===== config.mk =====
export PLATFORM = sky130hd
export DESIGN_NAME = lp_amp_switch_control_regs
export DESIGN_NICKNAME = d
export VERILOG_FILES = /design/src/rtl/lp_amp_regs_pkg.sv /design/src/rtl/filter_ctl_if.sv /design/src/rtl/filter_select_decode.sv /design/src/rtl/lp_amp_switch_control_regs.sv
export SDC_FILE = /design/constraint.sdc
export NUM_CORES = 1
export LEC_CHECK = 0
export BUFFER_PORTS_ARGS = -buffer_cell sky130_fd_sc_hd__buf_4
export CORE_UTILIZATION = 42
export CTS_CLUSTER_DIAMETER = 80
export DETAILED_ROUTE_END_ITERATION = 6
export GPL_TIMING_DRIVEN = 1
export MAX_ROUTING_LAYER = met4
export PLACE_DENSITY_LB_ADDON = 0.05
export SLEW_MARGIN = 20
export SYNTH_ARGS = -nofsm -noshare
export SYNTH_HDL_FRONTEND = slang
export SYNTH_SLANG_ARGS = --single-unit

===== constraint.sdc =====
create_clock -name clock -period 1.9 [get_ports clock]
set_clock_uncertainty 0.15 [all_clocks]
set_input_delay 0.38 -clock clock [delete_from_list [all_inputs] [get_ports clock]]
set_output_delay 0.38 -clock clock [all_outputs]
set_load 0.005 [all_outputs]

===== src/rtl/lp_amp_regs_pkg.sv =====
package lp_amp_regs_pkg;

    // register byte addresses on the bus
    localparam logic [31:0] SWITCH_CONFIG_ADDR = 32'h0000_20E4;
    localparam logic [31:0] CONTROL_ADDR       = 32'h0000_20EC;

    // reset values
    localparam logic [31:0] SWITCH_CONFIG_RESET = 32'h0000_0000;
    localparam logic [31:0] CONTROL_RESET       = 32'h0000_0003;

    // switch register layout
    localparam int          SWITCH_LOW_COUNT = 14;
    localparam int          SWITCH_HIGH_BIT  = 15;

    // control register layout
    localparam int          FILTER_LSB       = 13;
    localparam int          FILTER_WIDTH     = 3;
    localparam int          CONTROL_OTHER_WIDTH = 13;
    localparam int          FILTER_TAP_COUNT = 6;

    // filter resistor codes
    typedef enum logic [2:0] {
        FILTER_DISCONNECT = 3'h0,
        FILTER_BYPASS     = 3'h1,
        FILTER_20K        = 3'h2,
        FILTER_100K       = 3'h3,
        FILTER_200K       = 3'h4,
        FILTER_400K       = 3'h5,
        FILTER_600K       = 3'h6,
        FILTER_1M         = 3'h7
    } filter_code_e;

    // one-hot tap positions: 20k,100k,200k,400k,600k,1M
    localparam logic [5:0]  TAP_NONE = 6'h00;
    localparam logic [5:0]  TAP_20K  = 6'h01;
    localparam logic [5:0]  TAP_100K = 6'h02;
    localparam logic [5:0]  TAP_200K = 6'h04;
    localparam logic [5:0]  TAP_400K = 6'h08;
    localparam logic [5:0]  TAP_600K = 6'h10;
    localparam logic [5:0]  TAP_1M   = 6'h20;

    // ahb encodings
    localparam logic [1:0]  HTRANS_NONSEQ = 2'h2;
    localparam logic        HRESP_OKAY    = 1'b0;

endpackage


===== src/rtl/filter_ctl_if.sv =====
`timescale 1ns/1ps
`default_nettype none
interface filter_ctl_if;
    import lp_amp_regs_pkg::*;
    logic [2:0] code;
    logic       outputConnect;
    logic       bypass;
    logic [5:0] tapSelect;
    modport ctl (output code, input outputConnect, input bypass, input tapSelect);
    modport dec (input code, output outputConnect, output bypass, output tapSelect);
endinterface
`default_nettype wire


===== src/rtl/filter_select_decode.sv =====
`timescale 1ns/1ps
`default_nettype none
module filter_select_decode
    import lp_amp_regs_pkg::*;
(
    // clock and reset
    input  wire logic   clock,
    input  wire logic   sys_rst,
    // code in, registered decode out
    filter_ctl_if.dec   filt
);
    logic       connect_reg, connect_next;
    logic       bypass_reg, bypass_next;
    logic [5:0] tap_reg, tap_next;

    // decode the filter code into switch controls
    always_comb begin
        connect_next = 1'b1;
        bypass_next  = 1'b0;
        tap_next     = TAP_NONE;
        case (filter_code_e'(filt.code))
            FILTER_DISCONNECT: connect_next = 1'b0;
            FILTER_BYPASS:     bypass_next  = 1'b1;
            FILTER_20K:        tap_next = TAP_20K;
            FILTER_100K:       tap_next = TAP_100K;
            FILTER_200K:       tap_next = TAP_200K;
            FILTER_400K:       tap_next = TAP_400K;
            FILTER_600K:       tap_next = TAP_600K;
            FILTER_1M:         tap_next = TAP_1M;
            default:           connect_next = 1'b0;
        endcase
    end

    // registered so no decode glitch reaches the analog switches
    always_ff @(posedge clock) begin
        if (sys_rst) begin
            connect_reg <= 1'b0;
            bypass_reg  <= 1'b0;
            tap_reg     <= TAP_NONE;
        end else begin
            connect_reg <= connect_next;
            bypass_reg  <= bypass_next;
            tap_reg     <= tap_next;
        end
    end

    assign filt.outputConnect = connect_reg;
    assign filt.bypass        = bypass_reg;
    assign filt.tapSelect     = tap_reg;
endmodule
`default_nettype wire


===== src/rtl/lp_amp_switch_control_regs.sv =====
// Operation
// - switch register at 0x20E4, resets all open
// - bit 15 drives loop_switch_15, read/write
// - bits 13..0 drive loop switches 0..13
// - control register at 0x20EC, resets to 0x3
// - bits 15..13 filter resistor code, read/write
// - code 0 disconnects, code 1 bypasses
// - codes 2..6 select increasing resistors
// - code 7 selects 1 Mohm, lowest cutoff
`timescale 1ns/1ps
`default_nettype none
module lp_amp_switch_control_regs
    import lp_amp_regs_pkg::*;
(
    // clock and reset
    input  wire logic                           clock,
    input  wire logic                           sys_rst,
    // ahb-lite slave
    input  wire logic                           hsel,
    input  wire logic [31:0]                    haddr,
    input  wire logic [1:0]                     htrans,
    input  wire logic                           hwrite,
    input  wire logic [2:0]                     hsize,
    input  wire logic [31:0]                    hwdata,
    input  wire logic                           hready,
    output logic [31:0]                         hrdata,
    output logic                                hreadyout,
    output logic                                hresp,
    // loop switch controls
    output logic [SWITCH_LOW_COUNT-1:0]         loopSwitch,
    output logic                                loopSwitch15,
    // low-pass filter controls
    output logic [FILTER_WIDTH-1:0]             filterResistorSelect,
    output logic                                lowpassFilterPinConnect,
    output logic                                filterBypass,
    output logic [FILTER_TAP_COUNT-1:0]         filterTap,
    // remaining control bits for the load and gain banks
    output logic [CONTROL_OTHER_WIDTH-1:0]      controlOther
);

    ////////////////////////////////////////////////////////////////////////////////
    // bus address phase

    logic        wrSwitch_reg, wrSwitch_next;
    logic        wrControl_reg, wrControl_next;
    logic [31:0] rdata_reg, rdata_next;
    logic        readyOut_reg;
    logic        resp_reg;
    logic        addrValid;
    logic [31:0] switchWord;
    logic [31:0] controlWord;

    // hsize is ignored: only whole-word accesses are supported
    assign addrValid = hsel && hready && (htrans == HTRANS_NONSEQ);

    ////////////////////////////////////////////////////////////////////////////////
    // register state

    logic [SWITCH_LOW_COUNT-1:0]    lowSw_reg, lowSw_next;
    logic                           sw15_reg, sw15_next;
    logic [FILTER_WIDTH-1:0]        filt_reg, filt_next;
    logic [CONTROL_OTHER_WIDTH-1:0] other_reg, other_next;

    // data phase writes land at the end of the data phase
    always_comb begin
        lowSw_next = lowSw_reg;
        sw15_next  = sw15_reg;
        filt_next  = filt_reg;
        other_next = other_reg;
        if (wrSwitch_reg) begin
            lowSw_next = hwdata[SWITCH_LOW_COUNT-1:0];
            sw15_next  = hwdata[SWITCH_HIGH_BIT];
        end
        if (wrControl_reg) begin
            filt_next  = hwdata[FILTER_LSB +: FILTER_WIDTH];
            other_next = hwdata[CONTROL_OTHER_WIDTH-1:0];
        end
    end

    always_ff @(posedge clock) begin
        if (sys_rst) begin
            lowSw_reg <= SWITCH_CONFIG_RESET[SWITCH_LOW_COUNT-1:0];
            sw15_reg  <= SWITCH_CONFIG_RESET[SWITCH_HIGH_BIT];
            filt_reg  <= CONTROL_RESET[FILTER_LSB +: FILTER_WIDTH];
            other_reg <= CONTROL_RESET[CONTROL_OTHER_WIDTH-1:0];
        end else begin
            lowSw_reg <= lowSw_next;
            sw15_reg  <= sw15_next;
            filt_reg  <= filt_next;
            other_reg <= other_next;
        end
    end

    ////////////////////////////////////////////////////////////////////////////////
    // read path

    // read words built from next values so a read right after a write sees it
    always_comb begin
        switchWord = 32'h0000_0000;
        controlWord = 32'h0000_0000;
        switchWord[SWITCH_LOW_COUNT-1:0]   = lowSw_next;
        switchWord[SWITCH_HIGH_BIT]        = sw15_next;
        controlWord[FILTER_LSB +: FILTER_WIDTH]   = filt_next;
        controlWord[CONTROL_OTHER_WIDTH-1:0]      = other_next;
    end

    // address decode; unmapped addresses read zero and drop writes
    always_comb begin
        wrSwitch_next  = 1'b0;
        wrControl_next = 1'b0;
        rdata_next     = rdata_reg;
        if (addrValid) begin
            wrSwitch_next  = hwrite && (haddr == SWITCH_CONFIG_ADDR);
            wrControl_next = hwrite && (haddr == CONTROL_ADDR);
            if (!hwrite) begin
                if (haddr == SWITCH_CONFIG_ADDR) begin
                    rdata_next = switchWord;
                end else if (haddr == CONTROL_ADDR) begin
                    rdata_next = controlWord;
                end else begin
                    rdata_next = 32'h0000_0000;
                end
            end
        end
    end

    // zero wait state slave, always OKAY
    always_ff @(posedge clock) begin
        if (sys_rst) begin
            wrSwitch_reg  <= 1'b0;
            wrControl_reg <= 1'b0;
            rdata_reg     <= 32'h0000_0000;
            readyOut_reg  <= 1'b1;
            resp_reg      <= HRESP_OKAY;
        end else begin
            wrSwitch_reg  <= wrSwitch_next;
            wrControl_reg <= wrControl_next;
            rdata_reg     <= rdata_next;
            readyOut_reg  <= 1'b1;
            resp_reg      <= HRESP_OKAY;
        end
    end

    ////////////////////////////////////////////////////////////////////////////////
    // filter decode

    filter_ctl_if filt ();

    assign filt.code = filt_reg;

    filter_select_decode u_decode (
        .clock   (clock),
        .sys_rst (sys_rst),
        .filt    (filt.dec)
    );

    ////////////////////////////////////////////////////////////////////////////////
    // outputs, each straight from a flip-flop

    assign hrdata                  = rdata_reg;
    assign hreadyout               = readyOut_reg;
    assign hresp                   = resp_reg;
    assign loopSwitch              = lowSw_reg;
    assign loopSwitch15            = sw15_reg;
    assign filterResistorSelect    = filt_reg;
    assign controlOther            = other_reg;
    assign lowpassFilterPinConnect = filt.outputConnect;
    assign filterBypass            = filt.bypass;
    assign filterTap               = filt.tapSelect;

    ////////////////////////////////////////////////////////////////////////////////
    // checks

    property p_switch_reset;
        @(posedge clock) $fell(sys_rst) |-> (loopSwitch == '0) && !loopSwitch15;
    endproperty
    a_switch_reset: assert property (p_switch_reset) else $error("switches not open after reset");

    property p_sw15_write;
        @(posedge clock) disable iff (sys_rst)
        wrSwitch_reg |=> (loopSwitch15 == $past(hwdata[SWITCH_HIGH_BIT]));
    endproperty
    a_sw15_write: assert property (p_sw15_write) else $error("switch 15 did not take written bit");

    property p_low_write;
        @(posedge clock) disable iff (sys_rst)
        wrSwitch_reg |=> (loopSwitch == $past(hwdata[SWITCH_LOW_COUNT-1:0]));
    endproperty
    a_low_write: assert property (p_low_write) else $error("low switches did not take written bits");

    property p_control_reset;
        @(posedge clock) $fell(sys_rst) |-> (controlOther == CONTROL_RESET[CONTROL_OTHER_WIDTH-1:0])
            && (filterResistorSelect == FILTER_DISCONNECT);
    endproperty
    a_control_reset: assert property (p_control_reset) else $error("control reset value wrong");

    property p_filter_readback;
        @(posedge clock) disable iff (sys_rst)
        (addrValid && hwrite && (haddr == CONTROL_ADDR)) ##1 1'b1 ##1
            (addrValid && !hwrite && (haddr == CONTROL_ADDR))
        |=> (hrdata[FILTER_LSB +: FILTER_WIDTH] == $past(hwdata[FILTER_LSB +: FILTER_WIDTH], 2));
    endproperty
    a_filter_readback: assert property (p_filter_readback) else $error("filter field read back wrong");

    property p_code_zero;
        @(posedge clock) disable iff (sys_rst)
        (filterResistorSelect == FILTER_DISCONNECT) ##1 !$past(sys_rst)
        |-> !lowpassFilterPinConnect && !filterBypass && (filterTap == TAP_NONE);
    endproperty
    a_code_zero: assert property (p_code_zero) else $error("code 0 left filter connected");

    property p_tap_onehot;
        @(posedge clock) disable iff (sys_rst)
        (filterResistorSelect >= FILTER_20K) |=> (filterTap == (6'h01 << ($past(filterResistorSelect) - 3'h2)));
    endproperty
    a_tap_onehot: assert property (p_tap_onehot) else $error("resistor tap order wrong");

    property p_code_max;
        @(posedge clock) disable iff (sys_rst)
        (filterResistorSelect == FILTER_1M) |=> filterTap[FILTER_TAP_COUNT-1] && lowpassFilterPinConnect;
    endproperty
    a_code_max: assert property (p_code_max) else $error("code 7 did not select top resistor");

    property p_reserved_zero;
        @(posedge clock) disable iff (sys_rst)
        (addrValid && !hwrite && (haddr == SWITCH_CONFIG_ADDR)) |=> (hrdata[31:16] == 16'h0000) && !hrdata[14];
    endproperty
    a_reserved_zero: assert property (p_reserved_zero) else $error("reserved switch bits not zero");

endmodule
`default_nettype wire

==> results.yml <==
final_layout:
  final_area_sq_um: 3426
  antennaDiodeCount: 0
  drive_above_1_share: 0.4347
  finalNetCount: 421
  largest_reg_flops: 16
  fin_util: 0.6500
  area_delta_synth_final_pct: 44.71
  fin_cells: 422
cts:
  htreeDepth: 3
  max-clock-path-buffers: 2
  hold_buffers: 0
  root_buffer: "clkbuf_8"
  cts.sinks: 57
  insertion_delay_ns: 0.33
  cts_setup_buffers: 0
  cts_tree: "built"
  clkTransAtPathRegs_ns: 0.07
  cts_buffers: 9
  ctsResizeCount: 0
routing:
  vias: 2002
  drtIter0Drc: 57
  wl_per_cell_um: 13.01
  firstDrtPassIters: 4
  post-route-drc-count: 0
  drt_wl_total_mm: 5.491
  drt.antenna.violating_nets: 0
  vias_per_cell: 4.744
sta:
  fin_hold_ws_ns: 0.1565
  period_minus_slack_ns: 1.568
  finalMaxSlewViolations: 0
  setup_tns_ns: 0
  period_share: 0.8253
  layout_setup_ws_ns: 0.3319
  hold_viol_final: 0
  max_clock_freq_mhz: 637.7
  setup_violations: 0
  rsz0062_at_grt: "false"
floorplanning:
  initial_core_util: 0.4492
  ios: 147
  fp.dieArea_sq_um: 5941
  die_h_um: 77.08
  die_x_um: 77.08
  rows: 26
  core_sq_um: 5270
setup_path:
  worst_ep_arrival_time_ns: 1.64
  max_stage_delay_ns: 0.37
  crit_family: "multiplexers"
  cp_cell_sequence: "buf_4 -> mux2_2 -> nand2_1 -> o21ai_0 -> a22o_1"
  cp-start-kind: "register"
  worstPathRequired_ns: 1.97
  critPathMaxFanout: 14
  critPathSlowestCell: "mux2_2"
  crit_path_end_kind: "register"
  cp_num_buf_inv: 1
  critPathKind: "reg2reg"
power_and_ir_drop:
  swShare: 0.2123
  finalPower_mw: 2.553
  share_seq_of_total_power: 0.468
  powerDensity_nw_per_um2: 745.2
  p_clk_frac: 0.473
  power.internal_mw: 2.011
  switching_power_mw: 0.5421
  leakage_nw: 1.544
  vdd_drop_max_v: 0.0005012
  p_comb_frac: 0.059
synthesis:
  synth-main-ff-cell: "dfxtp_1"
  synth_edf_count: 0
  syn-instance-count: 235
  yosysWarnings: 0
  ys_types: 29
  synth_top_area_cell: "dfxtp_1"
  yosysTopAreaCellShare: 0.4820
  synthTopCellsByArea: "dfxtp_1 (48%), mux2i_1 (8.5%), mux2_2 (6.2%), buf_4 (6.0%), a22o_1 (5.5%)"
  avgSynthCellArea_sq_um: 10.07
  ys_async_sr_fraction: 0
  syn_area_sq_um: 2367
  synthTopCellsByCount: "dfxtp_1 (57), nor2_1 (26), mux2i_1 (20), buf_4 (19), a22o_1 (15)"
  synth.most_common_cell: "dfxtp_1"
  ys_seq_area_frac: 0.4820
  ys_ff_latch: 57
placement:
  dpl.cell_count: 406
  dpl_worst_slack_ns: 0.05116
  placed_area_sq_um: 3216
  place_congestion: 0.7164
  numPortBuffers: 109
  dp_hpwl_mm: 3.888
global_routing:
  grt_max_degree: 39
  grt_pass1_wl_mm: 8.963
  grt.total_usage: 0.2011
  grt_overflow: 0
  grt_pass1_vias: 1860
  antenna_found_initial: 0
status:
  status: "complete, no violations"
run:
  max-cap-violations: 0
hold_path:
  hold_class: "in2reg"
-- cell families after synthesis --
kind of cell / share of synthesized area
AO/OA/AOI/OAI: 0.08985
buffers and inverters: 0.08721
flip-flops: 0.4820
multiplexers: 0.1464
other: 0.003172
AND/OR/NAND/NOR: 0.1913
-- cell usage in the layout (no fill, tap or decap), types with 2 or more instances in the layout --
cell type / instances
bufinv_16: 2
or2_2: 2
nand2b_1: 4
mux2i_1: 20
nor3_1: 6
nand2_1: 14
clkbuf_8: 9
nand4_1: 2
nor4_1: 6
o21ai_0: 13
buf_12: 2
a22o_1: 15
clkinv_2: 3
nor4b_2: 3
nor2b_1: 11
dfxtp_1: 57
nor2_1: 26
buf_4: 115
mux2_2: 13
conb_1: 18
-- per-layer routing --
| layer | track usage | share of wire | up-vias |
|---|---|---|---|
| li1 | - | - | 997 |
| met1 | 0.2393 | 0.42 | 913 |
| met2 | 0.3080 | 0.49 | 82 |
| met3 | 0.08452 | 0.081 | 10 |
| met4 | 0.06226 | 0.013 | 0 |
| met5 | - | 0 | - |
-- layout make-up --
| cell class | instances | area [sq um] |
|---|---|---|
| inverter | 1 | 3.754 |
| tap | 70 | 87.58 |
| sequential | 57 | 1141 |
| timing repair buffer | 117 | 903.4 |
| clock inverter | 6 | 82.58 |
| fill | 475 | 1844 |
| clock buffer | 10 | 127.6 |
| multi-input combinational | 161 | 1080 |
-- power groups by stage --
stage	logic (mW)	registers [mW]	clock network, mW
2_1_floorplan	0.0727	1.22	0
3_3_place_gp	0.150	1.22	0
3_5_place_dp	0.152	1.22	0
4_1_cts	0.152	1.19	1.24
5_1_grt	0.165	1.19	1.30
6_report	0.151	1.19	1.21
-- final timing paths --
kind / from / end / slack, ns / depth (start not counted)
worst max register to register: wrControl_reg / hrdata[1] / 0.33 / 5
worst max-delay path: wrControl_reg / hrdata[1] / 0.33 / 5
worst min-delay path: hwdata[10] / loopSwitch[10] / 0.16 / 3
worst min register to register: hrdata[14] / hrdata[14] / 0.32 / 1
-- worst reg2reg max path, delay by kind of cell, from the launching register on --
kind,cells,cell delay (ns)
AND/OR/NAND/NOR,1,0.06
AO/OA/AOI/OAI,2,0.29
multiplexers,1,0.37
flip-flops,1,0.34
buffers and inverters,1,0.25
Power figures use the tool's default switching activity.
